<file path="src/core/radio_task_regs.vh">
// register map, field positions and reset values of the radio task/event bank
`ifndef RADIO_TASK_REGS_VH
`define RADIO_TASK_REGS_VH
// address and data widths
`define ADDR_W 12
`define DATA_W 32
// task registers, write-only triggers
`define OFF_TASK_TX_ENABLE 12'h000
`define OFF_TASK_RX_ENABLE 12'h004
`define OFF_TASK_RADIO_START 12'h008
`define OFF_TASK_RADIO_STOP 12'h00c
`define OFF_TASK_RADIO_DISABLE 12'h010
`define OFF_TASK_STRENGTH_SAMPLE_START 12'h014
`define OFF_TASK_STRENGTH_SAMPLE_STOP 12'h018
`define OFF_TASK_BIT_COUNTER_START 12'h01c
`define OFF_TASK_BIT_COUNTER_STOP 12'h020
// event registers, read/write
`define OFF_EVENT_RAMPED_UP 12'h100
`define OFF_EVENT_ADDRESS_DONE 12'h104
// status, interrupt and capture registers
`define OFF_RADIO_STATUS 12'h3e8
`define OFF_BIT_COUNT 12'h3ec
`define OFF_STRENGTH_SAMPLE 12'h3f0
`define OFF_INT_STATUS 12'h3f4
`define OFF_INT_MASK 12'h3f8
// field positions
`define TRIGGER_BIT 0
`define EVENT_BIT 0
`define EV_RAMPED_UP 0
`define EV_ADDRESS_DONE 1
`define NUM_EVENTS 2
`define STATE_W 3
`define ST_STATE_LSB 0
`define ST_STRENGTH_BUSY 3
`define ST_BIT_COUNTER_RUN 4
// widths and reset values
`define SAMPLE_W 7
`define BITCNT_W 32
`define RESET_WORD 32'h00000000
`define RESET_SAMPLE 7'h00
`define RESET_BITCNT 32'h00000000
`define RESET_EVENTS 2'h0
`endif

</file>
<file path="src/core/pin_sync3.v">
// three-stage synchroniser with agreement filter and rise pulse
`timescale 1ns/1ps
module pin_sync3 (
  input wire pclk,
  input wire presetn,
  input wire ce,
  input wire pin_in,
  output reg level_q,
  output reg rise_q
);
  reg s1_q; // first stage, read only by s2
  reg s2_q; // second stage
  reg s3_q; // third stage

  // shift chain; level moves only when stages 2 and 3 agree
  always @(posedge pclk or negedge presetn) begin
    if (!presetn) begin
      s1_q <= 1'b0;
      s2_q <= 1'b0;
      s3_q <= 1'b0;
      level_q <= 1'b0;
      rise_q <= 1'b0;
    end else if (ce) begin
      s1_q <= pin_in;
      s2_q <= s1_q;
      s3_q <= s2_q;
      rise_q <= 1'b0;
      if (s2_q == s3_q) begin
        level_q <= s3_q;
        // one pulse per agreed low-to-high change
        rise_q <= s3_q & ~level_q;
      end
    end
  end
endmodule

</file>
<file path="src/core/event_flag.v">
// sticky event bit, hardware set wins over a software write
`timescale 1ns/1ps
module event_flag (
  input wire pclk,
  input wire presetn,
  input wire ce,
  input wire hw_set,
  input wire sw_write,
  input wire sw_value,
  output reg flag_q
);
  // set has priority so a simultaneous event is never lost
  always @(posedge pclk or negedge presetn) begin
    if (!presetn) begin
      flag_q <= 1'b0;
    end else if (ce) begin
      if (hw_set) begin
        flag_q <= 1'b1;
      end else if (sw_write) begin
        flag_q <= sw_value;
      end
    end
  end
endmodule

</file>
<file path="src/core/radio_task_event_strobes.v">
// task strobes, event flags and apb slave of the radio control bank
//
// Behaviour
// - writing 1 to tx task enables transmit
// - writing trigger to rx task enables receive
// - strength start captures exactly one sample
// - strength stop ends ongoing measurement
// - bit counter start task starts counter
// - bit counter stop task halts counter
// - ramped-up event set when radio ready
// - address event set on address done
`timescale 1ns/1ps
`include "radio_task_regs.vh"
module radio_task_event_strobes (
  input wire pclk,
  input wire presetn,
  input wire ce,
  input wire psel,
  input wire penable,
  input wire pwrite,
  input wire [`ADDR_W-1:0] paddr,
  input wire [`DATA_W-1:0] pwdata,
  output reg [`DATA_W-1:0] prdata,
  output reg pready,
  output reg pslverr,
  input wire ramped_up_in,
  input wire address_done_in,
  input wire strength_valid,
  input wire [`SAMPLE_W-1:0] strength_value,
  input wire bit_tick,
  output reg tx_enable_pulse,
  output reg rx_enable_pulse,
  output reg radio_start_pulse,
  output reg radio_stop_pulse,
  output reg radio_disable_pulse,
  output reg strength_start_pulse,
  output reg strength_stop_pulse,
  output reg bit_counter_start_pulse,
  output reg bit_counter_stop_pulse,
  output reg irq
);
  // radio state tracker codes
  localparam [`STATE_W-1:0] ST_OFF = 3'h0;
  localparam [`STATE_W-1:0] ST_TX_RAMP = 3'h1;
  localparam [`STATE_W-1:0] ST_RX_RAMP = 3'h2;
  localparam [`STATE_W-1:0] ST_TX_READY = 3'h3;
  localparam [`STATE_W-1:0] ST_RX_READY = 3'h4;
  localparam [`STATE_W-1:0] ST_TX_RUN = 3'h5;
  localparam [`STATE_W-1:0] ST_RX_RUN = 3'h6;

  // address match, used by every write decode below
  function hit;
    input [`ADDR_W-1:0] addr;
    input [`ADDR_W-1:0] off;
    begin
      hit = (addr == off);
    end
  endfunction

  // apb phases
  wire access; // access phase, request held
  wire wr_fire; // write takes effect this edge
  wire trig; // trigger value on write data
  assign access = psel & penable;
  assign wr_fire = access & pready & pwrite;
  assign trig = pwdata[`TRIGGER_BIT];

  // task strobes decoded from a completed write of 1
  wire do_tx_en; // transmit enable
  wire do_rx_en; // receive enable
  wire do_start; // radio start
  wire do_stop; // radio stop
  wire do_disable; // radio disable
  wire do_s_start; // strength sample start
  wire do_s_stop; // strength sample stop
  wire do_bc_start; // bit counter start
  wire do_bc_stop; // bit counter stop
  assign do_tx_en = wr_fire & trig & hit(paddr, `OFF_TASK_TX_ENABLE);
  assign do_rx_en = wr_fire & trig & hit(paddr, `OFF_TASK_RX_ENABLE);
  assign do_start = wr_fire & trig & hit(paddr, `OFF_TASK_RADIO_START);
  assign do_stop = wr_fire & trig & hit(paddr, `OFF_TASK_RADIO_STOP);
  assign do_disable = wr_fire & trig & hit(paddr, `OFF_TASK_RADIO_DISABLE);
  assign do_s_start = wr_fire & trig & hit(paddr, `OFF_TASK_STRENGTH_SAMPLE_START);
  assign do_s_stop = wr_fire & trig & hit(paddr, `OFF_TASK_STRENGTH_SAMPLE_STOP);
  assign do_bc_start = wr_fire & trig & hit(paddr, `OFF_TASK_BIT_COUNTER_START);
  assign do_bc_stop = wr_fire & trig & hit(paddr, `OFF_TASK_BIT_COUNTER_STOP);

  // software writes to the event registers
  wire [`NUM_EVENTS-1:0] ev_write; // write strobe per event
  assign ev_write[`EV_RAMPED_UP] = wr_fire & hit(paddr, `OFF_EVENT_RAMPED_UP);
  assign ev_write[`EV_ADDRESS_DONE] = wr_fire & hit(paddr, `OFF_EVENT_ADDRESS_DONE);

  // radio-side event inputs
  wire [`NUM_EVENTS-1:0] ev_pin; // raw asynchronous levels
  wire [`NUM_EVENTS-1:0] ev_rise; // one-cycle event pulses
  wire [`NUM_EVENTS-1:0] ev_flag; // sticky event register bits
  assign ev_pin[`EV_RAMPED_UP] = ramped_up_in;
  assign ev_pin[`EV_ADDRESS_DONE] = address_done_in;

  // one synchroniser and one sticky flag per event
  genvar gi;
  generate
    for (gi = 0; gi < `NUM_EVENTS; gi = gi + 1) begin : g_event
      pin_sync3 u_sync (
        .pclk(pclk),
        .presetn(presetn),
        .ce(ce),
        .pin_in(ev_pin[gi]),
        .level_q(),
        .rise_q(ev_rise[gi])
      );
      // sticky flag, a radio event sets it
      event_flag u_flag (
        .pclk(pclk),
        .presetn(presetn),
        .ce(ce),
        .hw_set(ev_rise[gi]),
        .sw_write(ev_write[gi]),
        .sw_value(pwdata[`EVENT_BIT]),
        .flag_q(ev_flag[gi])
      );
    end
  endgenerate

  // task pulses to the radio core, one cycle each while ce is high, held while ce is low
  always @(posedge pclk or negedge presetn) begin
    if (!presetn) begin
      tx_enable_pulse <= 1'b0;
      rx_enable_pulse <= 1'b0;
      radio_start_pulse <= 1'b0;
      radio_stop_pulse <= 1'b0;
      radio_disable_pulse <= 1'b0;
      strength_start_pulse <= 1'b0;
      strength_stop_pulse <= 1'b0;
      bit_counter_start_pulse <= 1'b0;
      bit_counter_stop_pulse <= 1'b0;
    end else if (ce) begin
      tx_enable_pulse <= do_tx_en;
      rx_enable_pulse <= do_rx_en;
      radio_start_pulse <= do_start;
      radio_stop_pulse <= do_stop;
      radio_disable_pulse <= do_disable;
      strength_start_pulse <= do_s_start;
      strength_stop_pulse <= do_s_stop;
      bit_counter_start_pulse <= do_bc_start;
      bit_counter_stop_pulse <= do_bc_stop;
    end
  end

  // radio state tracker
  reg [`STATE_W-1:0] state_q; // current state
  reg [`STATE_W-1:0] state_d; // next state

  // next state; disable wins over every other task
  always @* begin
    state_d = state_q;
    case (state_q)
      ST_OFF: begin
        // enable tasks start a ramp-up
        if (do_tx_en) begin
          state_d = ST_TX_RAMP;
        end else if (do_rx_en) begin
          state_d = ST_RX_RAMP;
        end
      end
      ST_TX_RAMP: begin
        // ramp finished
        if (ev_rise[`EV_RAMPED_UP]) begin
          state_d = ST_TX_READY;
        end
      end
      ST_RX_RAMP: begin
        // ramp finished
        if (ev_rise[`EV_RAMPED_UP]) begin
          state_d = ST_RX_READY;
        end
      end
      ST_TX_READY: begin
        // start begins transmit
        if (do_start) begin
          state_d = ST_TX_RUN;
        end
      end
      ST_RX_READY: begin
        // start begins receive
        if (do_start) begin
          state_d = ST_RX_RUN;
        end
      end
      ST_TX_RUN: begin
        // stop returns to ready
        if (do_stop) begin
          state_d = ST_TX_READY;
        end
      end
      ST_RX_RUN: begin
        // stop returns to ready
        if (do_stop) begin
          state_d = ST_RX_READY;
        end
      end
      default: begin
        // unused code recovers to off
        state_d = ST_OFF;
      end
    endcase
    if (do_disable) begin
      state_d = ST_OFF;
    end
  end

  // state register
  always @(posedge pclk or negedge presetn) begin
    if (!presetn) begin
      state_q <= ST_OFF;
    end else if (ce) begin
      state_q <= state_d;
    end
  end

  // signal strength single-sample capture
  reg strength_busy_q; // measurement in progress
  reg [`SAMPLE_W-1:0] sample_q; // last captured sample

  // busy from start until one sample or a stop
  always @(posedge pclk or negedge presetn) begin
    if (!presetn) begin
      strength_busy_q <= 1'b0;
      sample_q <= `RESET_SAMPLE;
    end else if (ce) begin
      if (do_s_stop) begin
        strength_busy_q <= 1'b0;
      end else if (do_s_start) begin
        strength_busy_q <= 1'b1;
      end else if (strength_busy_q & strength_valid) begin
        // take exactly one sample, then finish
        sample_q <= strength_value;
        strength_busy_q <= 1'b0;
      end
    end
  end

  // on-air bit counter
  reg bc_run_q; // counter running
  reg [`BITCNT_W-1:0] bit_count_q; // bits counted since start

  // start clears and runs, stop freezes the count
  always @(posedge pclk or negedge presetn) begin
    if (!presetn) begin
      bc_run_q <= 1'b0;
      bit_count_q <= `RESET_BITCNT;
    end else if (ce) begin
      if (do_bc_stop) begin
        bc_run_q <= 1'b0;
      end else if (do_bc_start) begin
        bc_run_q <= 1'b1;
        bit_count_q <= `RESET_BITCNT;
      end else if (bc_run_q & bit_tick) begin
        // count one on-air bit
        bit_count_q <= bit_count_q + 1'b1;
      end
    end
  end

  // interrupt status and mask
  reg [`NUM_EVENTS-1:0] int_status_q; // sticky, write one to clear
  reg [`NUM_EVENTS-1:0] int_mask_q; // one enables the source
  wire int_st_wr; // write to interrupt status
  wire int_mk_wr; // write to interrupt mask
  assign int_st_wr = wr_fire & hit(paddr, `OFF_INT_STATUS);
  assign int_mk_wr = wr_fire & hit(paddr, `OFF_INT_MASK);

  // event sets win over a clear in the same cycle
  always @(posedge pclk or negedge presetn) begin
    if (!presetn) begin
      int_status_q <= `RESET_EVENTS;
      int_mask_q <= `RESET_EVENTS;
      irq <= 1'b0;
    end else if (ce) begin
      if (int_st_wr) begin
        int_status_q <= (int_status_q & ~pwdata[`NUM_EVENTS-1:0]) | ev_rise;
      end else begin
        int_status_q <= int_status_q | ev_rise;
      end
      if (int_mk_wr) begin
        int_mask_q <= pwdata[`NUM_EVENTS-1:0];
      end
      // level output follows registered status and mask
      irq <= |(int_status_q & int_mask_q);
    end
  end

  // read data and mapped-address check
  reg [`DATA_W-1:0] rdata_d; // read word for current address
  reg mapped_d; // address belongs to this bank

  // read mux; task registers read zero
  always @* begin
    rdata_d = `RESET_WORD;
    mapped_d = 1'b1;
    case (paddr)
      `OFF_TASK_TX_ENABLE, `OFF_TASK_RX_ENABLE, `OFF_TASK_RADIO_START,
      `OFF_TASK_RADIO_STOP, `OFF_TASK_RADIO_DISABLE,
      `OFF_TASK_STRENGTH_SAMPLE_START, `OFF_TASK_STRENGTH_SAMPLE_STOP,
      `OFF_TASK_BIT_COUNTER_START, `OFF_TASK_BIT_COUNTER_STOP: begin
        // write-only, no readable state
        rdata_d = `RESET_WORD;
      end
      `OFF_EVENT_RAMPED_UP: begin
        // ramped-up flag
        rdata_d[`EVENT_BIT] = ev_flag[`EV_RAMPED_UP];
      end
      `OFF_EVENT_ADDRESS_DONE: begin
        // address flag
        rdata_d[`EVENT_BIT] = ev_flag[`EV_ADDRESS_DONE];
      end
      `OFF_RADIO_STATUS: begin
        // state, strength busy, counter running
        rdata_d[`ST_STATE_LSB +: `STATE_W] = state_q;
        rdata_d[`ST_STRENGTH_BUSY] = strength_busy_q;
        rdata_d[`ST_BIT_COUNTER_RUN] = bc_run_q;
      end
      `OFF_BIT_COUNT: begin
        // counted bits
        rdata_d = bit_count_q;
      end
      `OFF_STRENGTH_SAMPLE: begin
        // last sample, low bits
        rdata_d[`SAMPLE_W-1:0] = sample_q;
      end
      `OFF_INT_STATUS: begin
        // pending sources
        rdata_d[`NUM_EVENTS-1:0] = int_status_q;
      end
      `OFF_INT_MASK: begin
        // enabled sources
        rdata_d[`NUM_EVENTS-1:0] = int_mask_q;
      end
      default: begin
        // unmapped: zero and error
        mapped_d = 1'b0;
      end
    endcase
  end

  // apb answer: one wait state, then ready for one cycle
  always @(posedge pclk or negedge presetn) begin
    if (!presetn) begin
      pready <= 1'b0;
      pslverr <= 1'b0;
      prdata <= `RESET_WORD;
    end else if (ce) begin
      if (access & ~pready) begin
        // first access edge: prepare the answer
        pready <= 1'b1;
        pslverr <= ~mapped_d;
        prdata <= pwrite ? `RESET_WORD : rdata_d;
      end else begin
        // answer done or idle
        pready <= 1'b0;
        pslverr <= 1'b0;
        prdata <= `RESET_WORD;
      end
    end
  end
endmodule

</file>
<file path="config.mk">
export PLATFORM = sky130hd
export DESIGN_NAME = radio_task_event_strobes
export DESIGN_NICKNAME = d
export VERILOG_FILES = /design/src/core/pin_sync3.v /design/src/core/event_flag.v /design/src/core/radio_task_event_strobes.v
export VERILOG_INCLUDE_DIRS = /design/src /design/src/core
export SDC_FILE = /design/constraint.sdc
export NUM_CORES = 1
export LEC_CHECK = 0
export BUFFER_PORTS_ARGS = -buffer_cell sky130_fd_sc_hd__buf_2
export CORE_MARGIN = 2
export CORE_UTILIZATION = 26
export DETAILED_ROUTE_END_ITERATION = 10
export SLEW_MARGIN = 20
export SYNTH_ARGS = -nofsm -noshare
export SYNTH_HDL_FRONTEND = slang
export SYNTH_HIERARCHICAL = 1
export SYNTH_SLANG_ARGS = --single-unit
</file>
<file path="constraint.sdc">
create_clock -name pclk -period 4.7 [get_ports pclk]
set_clock_uncertainty 0.1 [all_clocks]
set_input_delay 0.235 -clock pclk [delete_from_list [all_inputs] [get_ports pclk]]
set_output_delay 0.235 -clock pclk [all_outputs]
set_load 0.02 [all_outputs]
</file>
# Word-level counts from Yosys, hierarchy flattened

Index checks and enable logic that the tools add are counted.

Register bits: 104
Word-level logic and storage cells: 150
Output and inout bits: 44

Equality and inequality tests: 30
Reduce and logical (&&, ||, !) cells: 19
Mux-type cells: 34
Add/subtract/negate cells: 1
Bitwise logic cells: 34

Operators with widths:

| kind                    | number |
|---|---|
| $mux W32                | 4 |
| $eq A12 B10 Y1 const B  | 5 |
| $eq A12 B5 Y1 const B   | 4 |
| $add A32 B1 Y32 const B | 1 |
| $mux W3                 | 9 |
| $mux W25                | 1 |
| $eq A12 B4 Y1 const B   | 2 |
| $eq A12 B9 Y1 const B   | 2 |
| $and A1 B1 Y1           | 22 |
| $pmux W3 S7             | 1 |
| $reduce_or A16 Y1       | 1 |
| $mux W1                 | 14 |
| $reduce_and A2 Y1       | 7 |
| $eq A12 B3 Y1 const B   | 1 |
| $eq A12 B6 Y1 const B   | 1 |
| $logic_not A12 Y1       | 1 |
| $ne A3 B3 Y1 const B    | 4 |
| $eq A3 B3 Y1 const B    | 3 |
| $pmux W3 S3             | 1 |
| $reduce_and A8 Y1       | 1 |
| $reduce_bool A2 Y1      | 4 |
| $not A1 Y1              | 7 |
| $pmux W1 S7             | 1 |
| $eq A3 B2 Y1 const B    | 2 |
| other kinds (15)        | 19 |

# Logic depth before layout (Yosys ltp)

Gate-level depths: netlist of the first run.

Depth in word-level cells: 9
Depth in mapped cells: 9
Depth with buffers taken out: 7

# By module

Netlist of the first run, hierarchy kept.

Modules (own cells, without submodules):

| module                   | sequential area each (um^2) | instances | area an instance (um^2) | cells each |
|---|---|---|---|---|
| radio_task_event_strobes | 2,302.2                     | 1         | 4,684.5                 | 445 |
| pin_sync3                | 125.1                       | 2         | 216.5                   | 17 |
| event_flag               | 25.0                        | 2         | 56.3                    | 5 |

# Worst setup path after synthesis of the first run

No wires, ideal clock.

Path type: register to register
From: register pready
To: register bit_count_q[12]
Arrival time: 1.817 ns
Buffers on the path: 2
Required time: 4.468 ns
Path slack: 2.651 ns
Stages on the path, launching flop included: 9
Clock period less this slack: 2.049 ns
Cells stage by stage: dfrtp_1 > and4_1 > clkbuf_2 > nand4_1 > nor2_2 > buf_2 > nor3_1 > xnor2_1 > nor2_1

Longest elaborated chain between the ends: 6
Elaborated cells on any way between the ends: 9
Those cells by class: mux (1); bitwise (6); reduce/logical (2)

Ends and longest elaborated chain:

| what                                                       | line                                                         | source |
|---|---|---|
| from (decl)                                                | radio_task_event_strobes.v:24                                | `output reg pready,` |
| from (signal assigned)                                     | radio_task_event_strobes.v:349                               | `pready <= 1'b0;` |
| from (signal assigned)                                     | radio_task_event_strobes.v:355                               | `pready <= 1'b1;` |
| from (signal assigned)                                     | radio_task_event_strobes.v:360                               | `pready <= 1'b0;` |
| $and A1 B1 Y1 (*) (2 in series)                            | radio_task_event_strobes.v:65                                | `assign wr_fire = access & pready & pwrite;` |
| $and A1 B1 Y1 (*)                                          | radio_task_event_strobes.v:85, radio_task_event_strobes.v:86 |  |
| $and A1 B1 Y1, on equally long branches                    | radio_task_event_strobes.v:85, radio_task_event_strobes.v:86 |  |
| $reduce_bool A2 Y1 (no line) or $not A1 Y1 (tied branches) | -                                                            |  |
| $reduce_and A3 Y1 (no line)                                | -                                                            |  |
| to (signal assigned)                                       | radio_task_event_strobes.v:251                               | `` bit_count_q <= `RESET_BITCNT; `` |
| to (signal assigned)                                       | radio_task_event_strobes.v:257                               | `` bit_count_q <= `RESET_BITCNT; `` |
| to (signal assigned)                                       | radio_task_event_strobes.v:260                               | `bit_count_q <= bit_count_q + 1'b1;` |
| to (decl)                                                  | radio_task_event_strobes.v:245                               | `` reg [`BITCNT_W-1:0] bit_count_q; `` |

Mark *: on every way between the ends. The rest lies on a longest branch, timed or not.
A chain may end at the register's enable or synchronous reset.

# Worst setup path after layout of the first run

From: register pready
To: register bit_count_q[20]

Same word-level chain as after synthesis.

==> key figures, run 1 <==
Placement
  – Placed inst area: 5820 um2
  – Dpl hpwl: 9.09 mm
  – DP Worst Slack: 2.19 ns
  – Gpl congestion: 0.850
  – PortBufs: 74
  – Placed Cells: 808

STA
  – Worst hold margin: 0.0110 ns
  – Part of the cycle the worst path needs: 0.529
  – Slew Limit Fails: 0
  – Fmax: 402 MHz
  – Worst Tran Pin Value: 0.897 ns
  – Worst setup margin: 2.21 ns
  – Slew HR: 0.402
  – Final Hold Fails: 0
  – Post-route minimum period: 2.49 ns
  – Unrepaired setup endpoints after global routing: false
  – Final setup viols: 0
  – Final TNS setup: 0 ns

Logic synthesis
  – Synth async-reset ratio: 1.00
  – Most numerous cell in the Yosys netlist: dfrtp_1
  – Mean post-synth cell area: 10.7 um2
  – Synth top area share: 0.498
  – Top post-synthesis cells by count: 104 x dfrtp_1, 53 x nor2_1, 32 x nand2_1, 29 x a22o_1, 29 x xnor2_1
  – Synthesized instance count: 489
  – Synth cell types: 65
  – Number of synthesized register bits: 104
  – Net count after synthesis: 555
  – Synthesized cell area: 5230 um2
  – Largest area contributor in the netlist: dfrtp_1
  – Area contributors post-synth: dfrtp_1 50%, a22o_1 4.9%, xnor2_1 4.9%
  – YS warnings: 6
  – Post-synthesis sequential area ratio: 0.498
  – Synth Flop Type: dfrtp_1
  – Post-synth EDFFs: 0

Floorplanning
  – Row cnt: 51
  – Die Ht: 146 um
  – Io pins: 105
  – Core Area: 19600 um2
  – Die area: 21300 um2
  – Initial Utilization: 0.267
  – Die W: 146 um

GRT
  – Largest net degree at the start of global routing: 70
  – GRT Util Overall: 0.124
  – GRT Residual Overflow: 0
  – Vias in the first global route: 3883
  – First-pass GRT wire length: 21.2 mm
  – Initial antenna violation count: 0

Power
  – Peak supply drop: 0.176 mV
  – NetSw: 0.483 mW
  – Total power: 1.84 mW
  – Power density over cell area: 301 nW/um2
  – P_leak: 2.74 nW
  – P_int: 1.36 mW
  – Gate power share: 0.093
  – Clock share of power: 0.388
  – Net Sw Frac: 0.262
  – Sequential Power Share: 0.520

Cells and area
  – Fin cells: 825
  – Final net count: 622
  – Area of the multi-input gates: 2420 um2
  – Antenna diode count: 0
  – Ratio of cells with drive above 1 in the final layout: 0.243
  – Final Util: 0.312
  – Register area: 2600 um2
  – Fin area: 6120 um2
  – Fillers: 2034
  – Area grow syn2layout: 17.0%

Setup path
  – Critical path origin: pready
  – Data arrival, critical path: 2.61 ns
  – Max FO, Critical Path: 19
  – Worst setup SP type: flip-flop
  – R2R Path Start: pready
  – Critical Path RT: 4.82 ns
  – Kind of critical path: flip-flop to flip-flop
  – Critical Path End Type: flip-flop

Routing
  – Final wirelength: 12.7 mm
  – DRT iter0 DRCs: 232
  – TritonRoute pass-1 iters: 4
  – Post-route antenna net violation count: 0
  – Post-DR vias/cell: 4.84
  – Via count: 3992
  – DR WL/cell: 15.3 um
  – Residual DRC count: 0

CTS
  – Root buf cell: clkbuf_16
  – Clock buffer depth: 2
  – CTS clk-pin slew, worst paths: 0.07 ns
  – Clock latency on the worst-skew pair: 0.35 ns
  – Cts repair resizes: 0
  – CTS tree: yes
  – H-tree Lvls: 3
  – Clock sink total: 104
  – CTS Buf Count: 9

Worst hold path
  – Hold WC Path Type: input port to flip-flop
  – Hold_sp: strength_value[6]

Run
  – Max-cap viol count: 0

Outcome
  – Status: completed
## cells in the final DEF (no fill, tap or decap), types with 14 or more instances in the layout
cell type,instances
nor2_1,52
a22o_1,29
nand4_1,16
xnor2_1,29
o21ai_0,18
nor3_1,20
nand3_1,15
buf_2,73
dfrtp_1,104
mux2_2,15
inv_1,14
nand2_1,32
## sequential cells by signal, summed over array words and instances (netlist names), 2 cells and up
name / flops
g_event.u_sync/rise_q: 2
bit_count_q: 32
g_event.u_sync/s1_q: 2
g_event.u_sync/level_q: 2
g_event.u_flag/flag_q: 2
prdata: 32
g_event.u_sync/s3_q: 2
int_mask_q: 2
int_status_q: 2
sample_q: 7
g_event.u_sync/s2_q: 2
state_q: 3
## cells by family (layout without fill, tap and decap cells)
kind of cell    after synthesis  after routing  share of synthesized area
compound gates               91             91                      0.132
xor+xnor                     29             29                     0.0486
fa+ha+maj                     5              5                     0.0120
buf+inv                      40            111                     0.0404
flops                       104            104                      0.498
mux                          22             22                     0.0495
simple gates                198            198                      0.220
## area by class of cell
| class | count | area share |
|---|---|---|
| well taps | 265 | 0.0542 |
| flip-flops and latches | 104 | 0.425 |
| clock inverters | 6 | 0.00859 |
| clock buffers | 9 | 0.0368 |
| inverters | 14 | 0.00859 |
| repair buffers | 82 | 0.0715 |
| multi-input cells | 345 | 0.395 |
## power by group through the flow
stage	clock network (mW)	logic (mW)	registers (mW)
2_1_floorplan	0	0.105	0.967
3_3_place_gp	0	0.166	0.973
3_5_place_dp	0	0.172	0.973
4_1_cts	0.739	0.173	0.957
5_1_grt	0.777	0.194	0.962
6_report	0.714	0.171	0.957
## worst paths after layout
path                                          end  slack, ns  depth (start not counted)
worst min-delay path                  sample_q[6]       0.01                          2
worst max-delay path              bit_count_q[20]       2.21                          6
worst min register to register          prdata[2]       0.38                          1
max in group asynchronous       radio_start_pulse       3.08                          3
worst max register to register    bit_count_q[20]       2.21                          6
min in group asynchronous               prdata[0]       0.43                          2
## per-layer routing
metal / vias to the layer above / GRT usage / share of wire
li1: 1942 / - / -
met1: 1953 / 0.174 / 0.47
met2: 91 / 0.193 / 0.47
met3: 6 / 0.0263 / 0.048
met4: 0 / 0.0338 / 0.0050
met5: - / 0 / 0
## worst max-delay path, cell delays in order, from the launching register on
cell	delay, ns
dfrtp_1	0.40
and4_1	0.38
nand4_1	0.32
nor2_2	0.74
nor4_1	0.18
xnor2_1	0.18
nor2_1	0.06
## repair_timing
action / 4_1_cts / 5_1_grt
hold buffers: 2 / 0
setup buffers: 0 / 0
endpoints found under the hold margin: 69 / 0
(Power assumes the default switching activity.)
==> run 2, diff against run 1 <==
==> constraint.sdc (replaced) <==
create_clock -name pclk -period 2.52 [get_ports pclk]
set_clock_uncertainty 0.1 [all_clocks]
set_input_delay 0.126 -clock pclk [delete_from_list [all_inputs] [get_ports pclk]]
set_output_delay 0.126 -clock pclk [all_outputs]
set_load 0.02 [all_outputs]
==> key figures, run 2 (synthesis gave the netlist of run 1 again) <==
Floorplanning
  – Initial Utilization: 0.267 (unchanged)
  – Die Ht: 146 um (unchanged)
  – Row cnt: 51 (unchanged)
  – Die W: 146 um (unchanged)
  – Io pins: 105 (unchanged)
  – Die area: 21300 um2 (unchanged)
  – Core Area: 19600 um2 (unchanged)

Setup path
  – Data arrival, critical path: 2.40 ns (-0.21 ns)
  – Critical Path End Type: flip-flop
  – Slowest-stage cell, CP: o21a_1
  – Worst setup SP type: flip-flop
  – Kind of cell adding the most delay to the critical path: simple AND/OR/NAND/NOR gates
  – Max FO, Critical Path: 17 (-2)
  – CP cell instances: and4_1, nand4_1, o21a_1, nor4_1, xnor2_1, nor2_1
  – Kind of critical path: flip-flop to flip-flop
  – Critical Path RT: 2.65 ns (-2.17 ns)
  – Worst path max stage delay: 0.45 ns (-0.29 ns)
  – WP buf/inv: 0 (unchanged)

Placement
  – PortBufs: 74 (unchanged)
  – Gpl congestion: 0.830 (-2.3%)
  – Dpl hpwl: 9.21 mm (+1.4%)

CTS
  – Clock buffer depth: 2 (unchanged)
  – Postcts setup bufs: 0 (unchanged)
  – CTS Buf Count: 9 (unchanged)
  – Clock sink total: 104 (unchanged)
  – H-tree Lvls: 3 (unchanged)
  – CTS tree: yes
  – Clock latency on the worst-skew pair: 0.35 ns (about the same)
  – CTS clk-pin slew, worst paths: 0.07 ns (about the same)
  – Cts repair resizes: 0 (unchanged)
  – # hold bufs at CTS: 11 (+9)
  – Root buf cell: clkbuf_16

STA
  – Post-route minimum period: 2.27 ns (-0.215 ns)
  – Final setup viols: 0 (unchanged)
  – Worst Tran Pin Value: 0.674 ns (-0.223 ns)
  – Slew HR: 0.551 (+0.149)
  – Final Hold Fails: 0 (unchanged)
  – Part of the cycle the worst path needs: 0.901 (+0.372)
  – Unrepaired setup endpoints after global routing: false
  – Final TNS setup: 0 ns (unchanged)
  – Fmax: 440 MHz (+9.5%)
  – Slew Limit Fails: 0 (unchanged)

GRT
  – First-pass GRT wire length: 21.6 mm (+1.9%)
  – Largest net degree at the start of global routing: 52 (-26%)
  – Initial antenna violation count: 0 (unchanged)
  – Vias in the first global route: 4014 (+3.4%)
  – GRT Util Overall: 0.126 (+0.00198)
  – GRT Residual Overflow: 0 (unchanged)

Power
  – Power density over cell area: 554 nW/um2 (+84%)
  – P_leak: 2.85 nW (+4.0%)
  – Peak supply drop: 0.333 mV (+89%)
  – Total power: 3.50 mW (+90%)

Run
  – Max-cap viol count: 0 (unchanged)

Cells and area
  – Area grow syn2layout: 20.8%
  – Final net count: 644 (+3.5%)
  – Biggest regs: bit_count_q (32), prdata (32), sample_q (7)
  – Most frequent cells in the layout: 104 x dfrtp_1, 73 x buf_2, 52 x nor2_1
  – Most common cell after layout, fill and taps aside: dfrtp_1
  – Ratio of cells with drive above 1 in the final layout: 0.254 (+0.0114)
  – Antenna diode count: 0 (unchanged)

Routing
  – Post-DR vias/cell: 4.82 (-0.33%)
  – Via count: 4085 (+2.3%)
  – Final wirelength: 12.9 mm (+2.0%)
  – Residual DRC count: 0 (unchanged)
  – TritonRoute pass-1 iters: 5 (+1)
  – DR WL/cell: 15.2 um (-0.64%)
  – DRT iter0 DRCs: 235 (+1.3%)
  – Post-route antenna net violation count: 0 (unchanged)

Worst hold path
  – Hold WC Path Type: input port to flip-flop

Outcome
  – Status: completed
-- run 2: report_power, final --
part	switching [mW]	total (mW)	internal, mW
sequential	0.0549	1.78	1.73
combinational	0.198	0.343	0.145
clock	0.606	1.37	0.765
total	0.860	3.50	2.64
-- run 2: cell type report --
| class | count | area (um2) |
|---|---|---|
| Timing Repair Buffer | 104 | 626 |
| Clock inverter | 5 | 56.3 |
| Multi-Input combinational cell | 345 | 2420 |
| Fill cell | 2022 | 13300 |
| Sequential cell | 104 | 2600 |
| Inverter | 14 | 52.6 |
| Tap cell | 265 | 332 |
| Clock buffer | 10 | 229 |
-- run 2: per-layer routing --
metal	global-route usage	part of all wire
met2	0.200	0.48
met4	0.0319	0.0092
met1	0.175	0.46
met5	0	0
met3	0.0260	0.051
-- run 2: metrics by stage --
step,hold WS (ns),instances,area [um2],setup WS [ns],util
global route,0.0242,847,6320,0.0543,0.322
floorplan,-0.270,489,5230,0.471,-
finish,0.0102,847,6320,0.248,0.322
CTS,0.00277,847,6320,0.249,0.322
detailed placement,0.116,821,5920,0.279,0.302
global placement,0.107,821,5920,0.302,0.302
-- run 2: final timing paths --
| check | start | to | slack [ns] | cells past startpoint |
|---|---|---|---|---|
| worst max-delay path | pready | bit_count_q[20] | 0.25 | 6 |
| worst min-delay path | ce | bc_run_q | 0.01 | 2 |
| worst max register to register | pready | bit_count_q[20] | 0.25 | 6 |
| worst min register to register | bit_counter_start_pulse | bit_counter_start_pulse | 0.38 | 1 |
| max in group asynchronous | presetn | bit_count_q[15] | 1.29 | 3 |
| min in group asynchronous | presetn | irq | 0.26 | 2 |
==> run 3, diff against run 2 <==
--- a/config.mk
+++ b/config.mk
@@ -9,6 +9,7 @@
 export BUFFER_PORTS_ARGS = -buffer_cell sky130_fd_sc_hd__buf_2
 export CORE_MARGIN = 2
 export CORE_UTILIZATION = 26
+export CTS_BUF_LIST = sky130_fd_sc_hd__clkbuf_8
 export DETAILED_ROUTE_END_ITERATION = 10
 export SLEW_MARGIN = 20
 export SYNTH_ARGS = -nofsm -noshare
==> key figures, run 3 (synthesis gave the netlist of run 1 again) <==
GRT
  – GRT Util Overall: 0.125 (-0.000400)
  – GRT Residual Overflow: 0 (unchanged)
  – Grt met1 use: 0.174 (-0.000589)
  – Grt peak-use layer: met2
  – Initial antenna violation count: 0 (unchanged)
  – Largest net degree at the start of global routing: 52 (unchanged)
  – M3 GR Usage: 0.0270 (+0.000940)
  – GR Util met2: 0.199 (-0.000943)
  – First-pass GRT wire length: 21.5 mm (-0.13%)
  – Vias in the first global route: 4016 (+0.050%)

Worst hold path
  – Hold path depth: 4 (+2)
  – Hold WC Path Type: input port to flip-flop

STA
  – Final TNS setup: 0 ns (unchanged)
  – Part of the cycle the worst path needs: 0.918 (+0.0165)
  – Slew Limit Fails: 0 (unchanged)
  – Final Hold Fails: 0 (unchanged)
  – Unrepaired setup endpoints after global routing: false
  – Worst Tran Pin Value: 0.674 ns (+0.000459 ns)
  – Post-route minimum period: 2.31 ns (+0.0415 ns)
  – Final setup viols: 0 (unchanged)
  – Fmax: 432 MHz (-1.8%)
  – Slew HR: 0.550 (about the same)

Routing
  – DR WL/cell: 15.2 um (-0.58%)
  – Residual DRC count: 0 (unchanged)
  – TritonRoute pass-1 iters: 5 (unchanged)
  – Via count: 4114 (+0.71%)
  – Post-route antenna net violation count: 0 (unchanged)
  – Post-DR vias/cell: 4.84 (+0.35%)
  – Final wirelength: 12.9 mm (-0.22%)
  – DRT iter0 DRCs: 296 (+26%)

Outcome
  – Status: completed

CTS
  – H-tree Lvls: 3 (unchanged)
  – Clock buffer depth: 2 (unchanged)
  – CTS tree: yes
  – Clock latency on the worst-skew pair: 0.38 ns (+0.03 ns)
  – CTS Buf Count: 9 (unchanged)
  – Root buf cell: clkbuf_8
  – Postcts setup bufs: 0 (unchanged)
  – Clock sink total: 104 (unchanged)
  – CTS clk-pin slew, worst paths: 0.09 ns (+0.02 ns)

Setup path
  – Data arrival, critical path: 2.48 ns (+0.08 ns)
  – Register-to-Register Path Depth: 8 (+2)
  – Critical Path RT: 2.69 ns (+0.04 ns)
  – Max FO, Critical Path: 6 (-11)
  – Kind of critical path: input port to flip-flop
  – Worst setup SP type: input port
  – Critical Path End Type: flip-flop

Placement
  – Gpl congestion: 0.830 (unchanged)
  – Placed Cells: 821 (unchanged)
  – Dpl hpwl: 9.21 mm (unchanged)
  – PortBufs: 74 (unchanged)

Cells and area
  – Area grow syn2layout: 19.4%
  – Final net count: 647 (+0.47%)
  – Antenna diode count: 0 (unchanged)
  – Fin cells: 850 (+0.35%)
  – Ratio of cells with drive above 1 in the final layout: 0.253 (-0.00130)
  – Biggest regs: bit_count_q (32), prdata (32), sample_q (7)
  – Most common cell after layout, fill and taps aside: dfrtp_1
  – Most frequent cells in the layout: 104 x dfrtp_1, 73 x buf_2, 52 x nor2_1

Power
  – Peak supply drop: 0.271 mV (-18%)
  – P_leak: 2.82 nW (-1.0%)
  – Power density over cell area: 507 nW/um2 (-8.5%)

Floorplanning
  – Io pins: 105 (unchanged)
  – Core Area: 19600 um2 (unchanged)
  – Die Ht: 146 um (unchanged)
  – Die W: 146 um (unchanged)
  – Initial Utilization: 0.267 (unchanged)
  – Die area: 21300 um2 (unchanged)
  – Row cnt: 51 (unchanged)

Run
  – Max-cap viol count: 0 (unchanged)
-- run 3: per-stage QoR --
| stage | total power, mW | setup WS [ns] | hold slack [ns] | instance area, um2 | utilization |
|---|---|---|---|---|---|
| 6_report | 3.16 | 0.207 | 0.0248 | 6240 | 0.319 |
| 3_5_place_dp | 2.14 | 0.279 | 0.116 | 5920 | 0.302 |
| 2_1_floorplan | 2.00 | 0.471 | -0.270 | 5230 | - |
| 5_1_grt | 3.31 | 0.0711 | 0.0175 | 6240 | 0.319 |
| 4_1_cts | 3.18 | 0.263 | 0.00901 | 6240 | 0.319 |
| 3_3_place_gp | 2.14 | 0.302 | 0.107 | 5920 | 0.302 |
-- run 3: area by class of cell --
class                   count  area [um2]
clock inverters             6        60.1
clock buffers               9         124
multi-input cells         345        2420
fillers                  2029       13300
inverters                  14        52.6
flip-flops and latches    104        2600
repair buffers            107         656
well taps                 265         332
-- run 3: layer usage --
metal	vias up	wire length (um)
li1	1988	-
met2	105	6120
met1	2010	6050
met5	-	0
met3	11	590
met4	0	117
-- run 3: timing repair --
| action | in CTS | in global routing |
|---|---|---|
| hold buffers | 14 | 0 |
| endpoints found under the hold margin | 61 | 0 |
| resized for setup | 0 | 0 |
-- run 3: report_power, final --
group	internal, mW	leakage [nW]	total, mW	switching, mW
clock network	0.451	0.0967	1.03	0.583
registers	1.73	1.42	1.78	0.0546
logic	0.148	1.31	0.347	0.199
-- run 3: path summary, 6_finish.rpt --
kind                                         start                      end  slack, ns
max reg2reg                                 pready          bit_count_q[17]       0.23
max                                       paddr[4]               state_q[2]       0.21
min in group asynchronous                  presetn                      irq       0.22
max in group asynchronous                  presetn          bit_count_q[15]       1.33
min reg2reg                bit_counter_start_pulse  bit_counter_start_pulse       0.39
min                                       paddr[6]          tx_enable_pulse       0.02
-- run 3: critical path, cell delays in order --
cell           delay, ns
dlygate4sd3_1       0.53
buf_2               0.14
nor4_1              0.42
nand4_1             0.42
nor2_1              0.29
o22a_1              0.21
a21oi_1             0.07
a221o_1             0.27
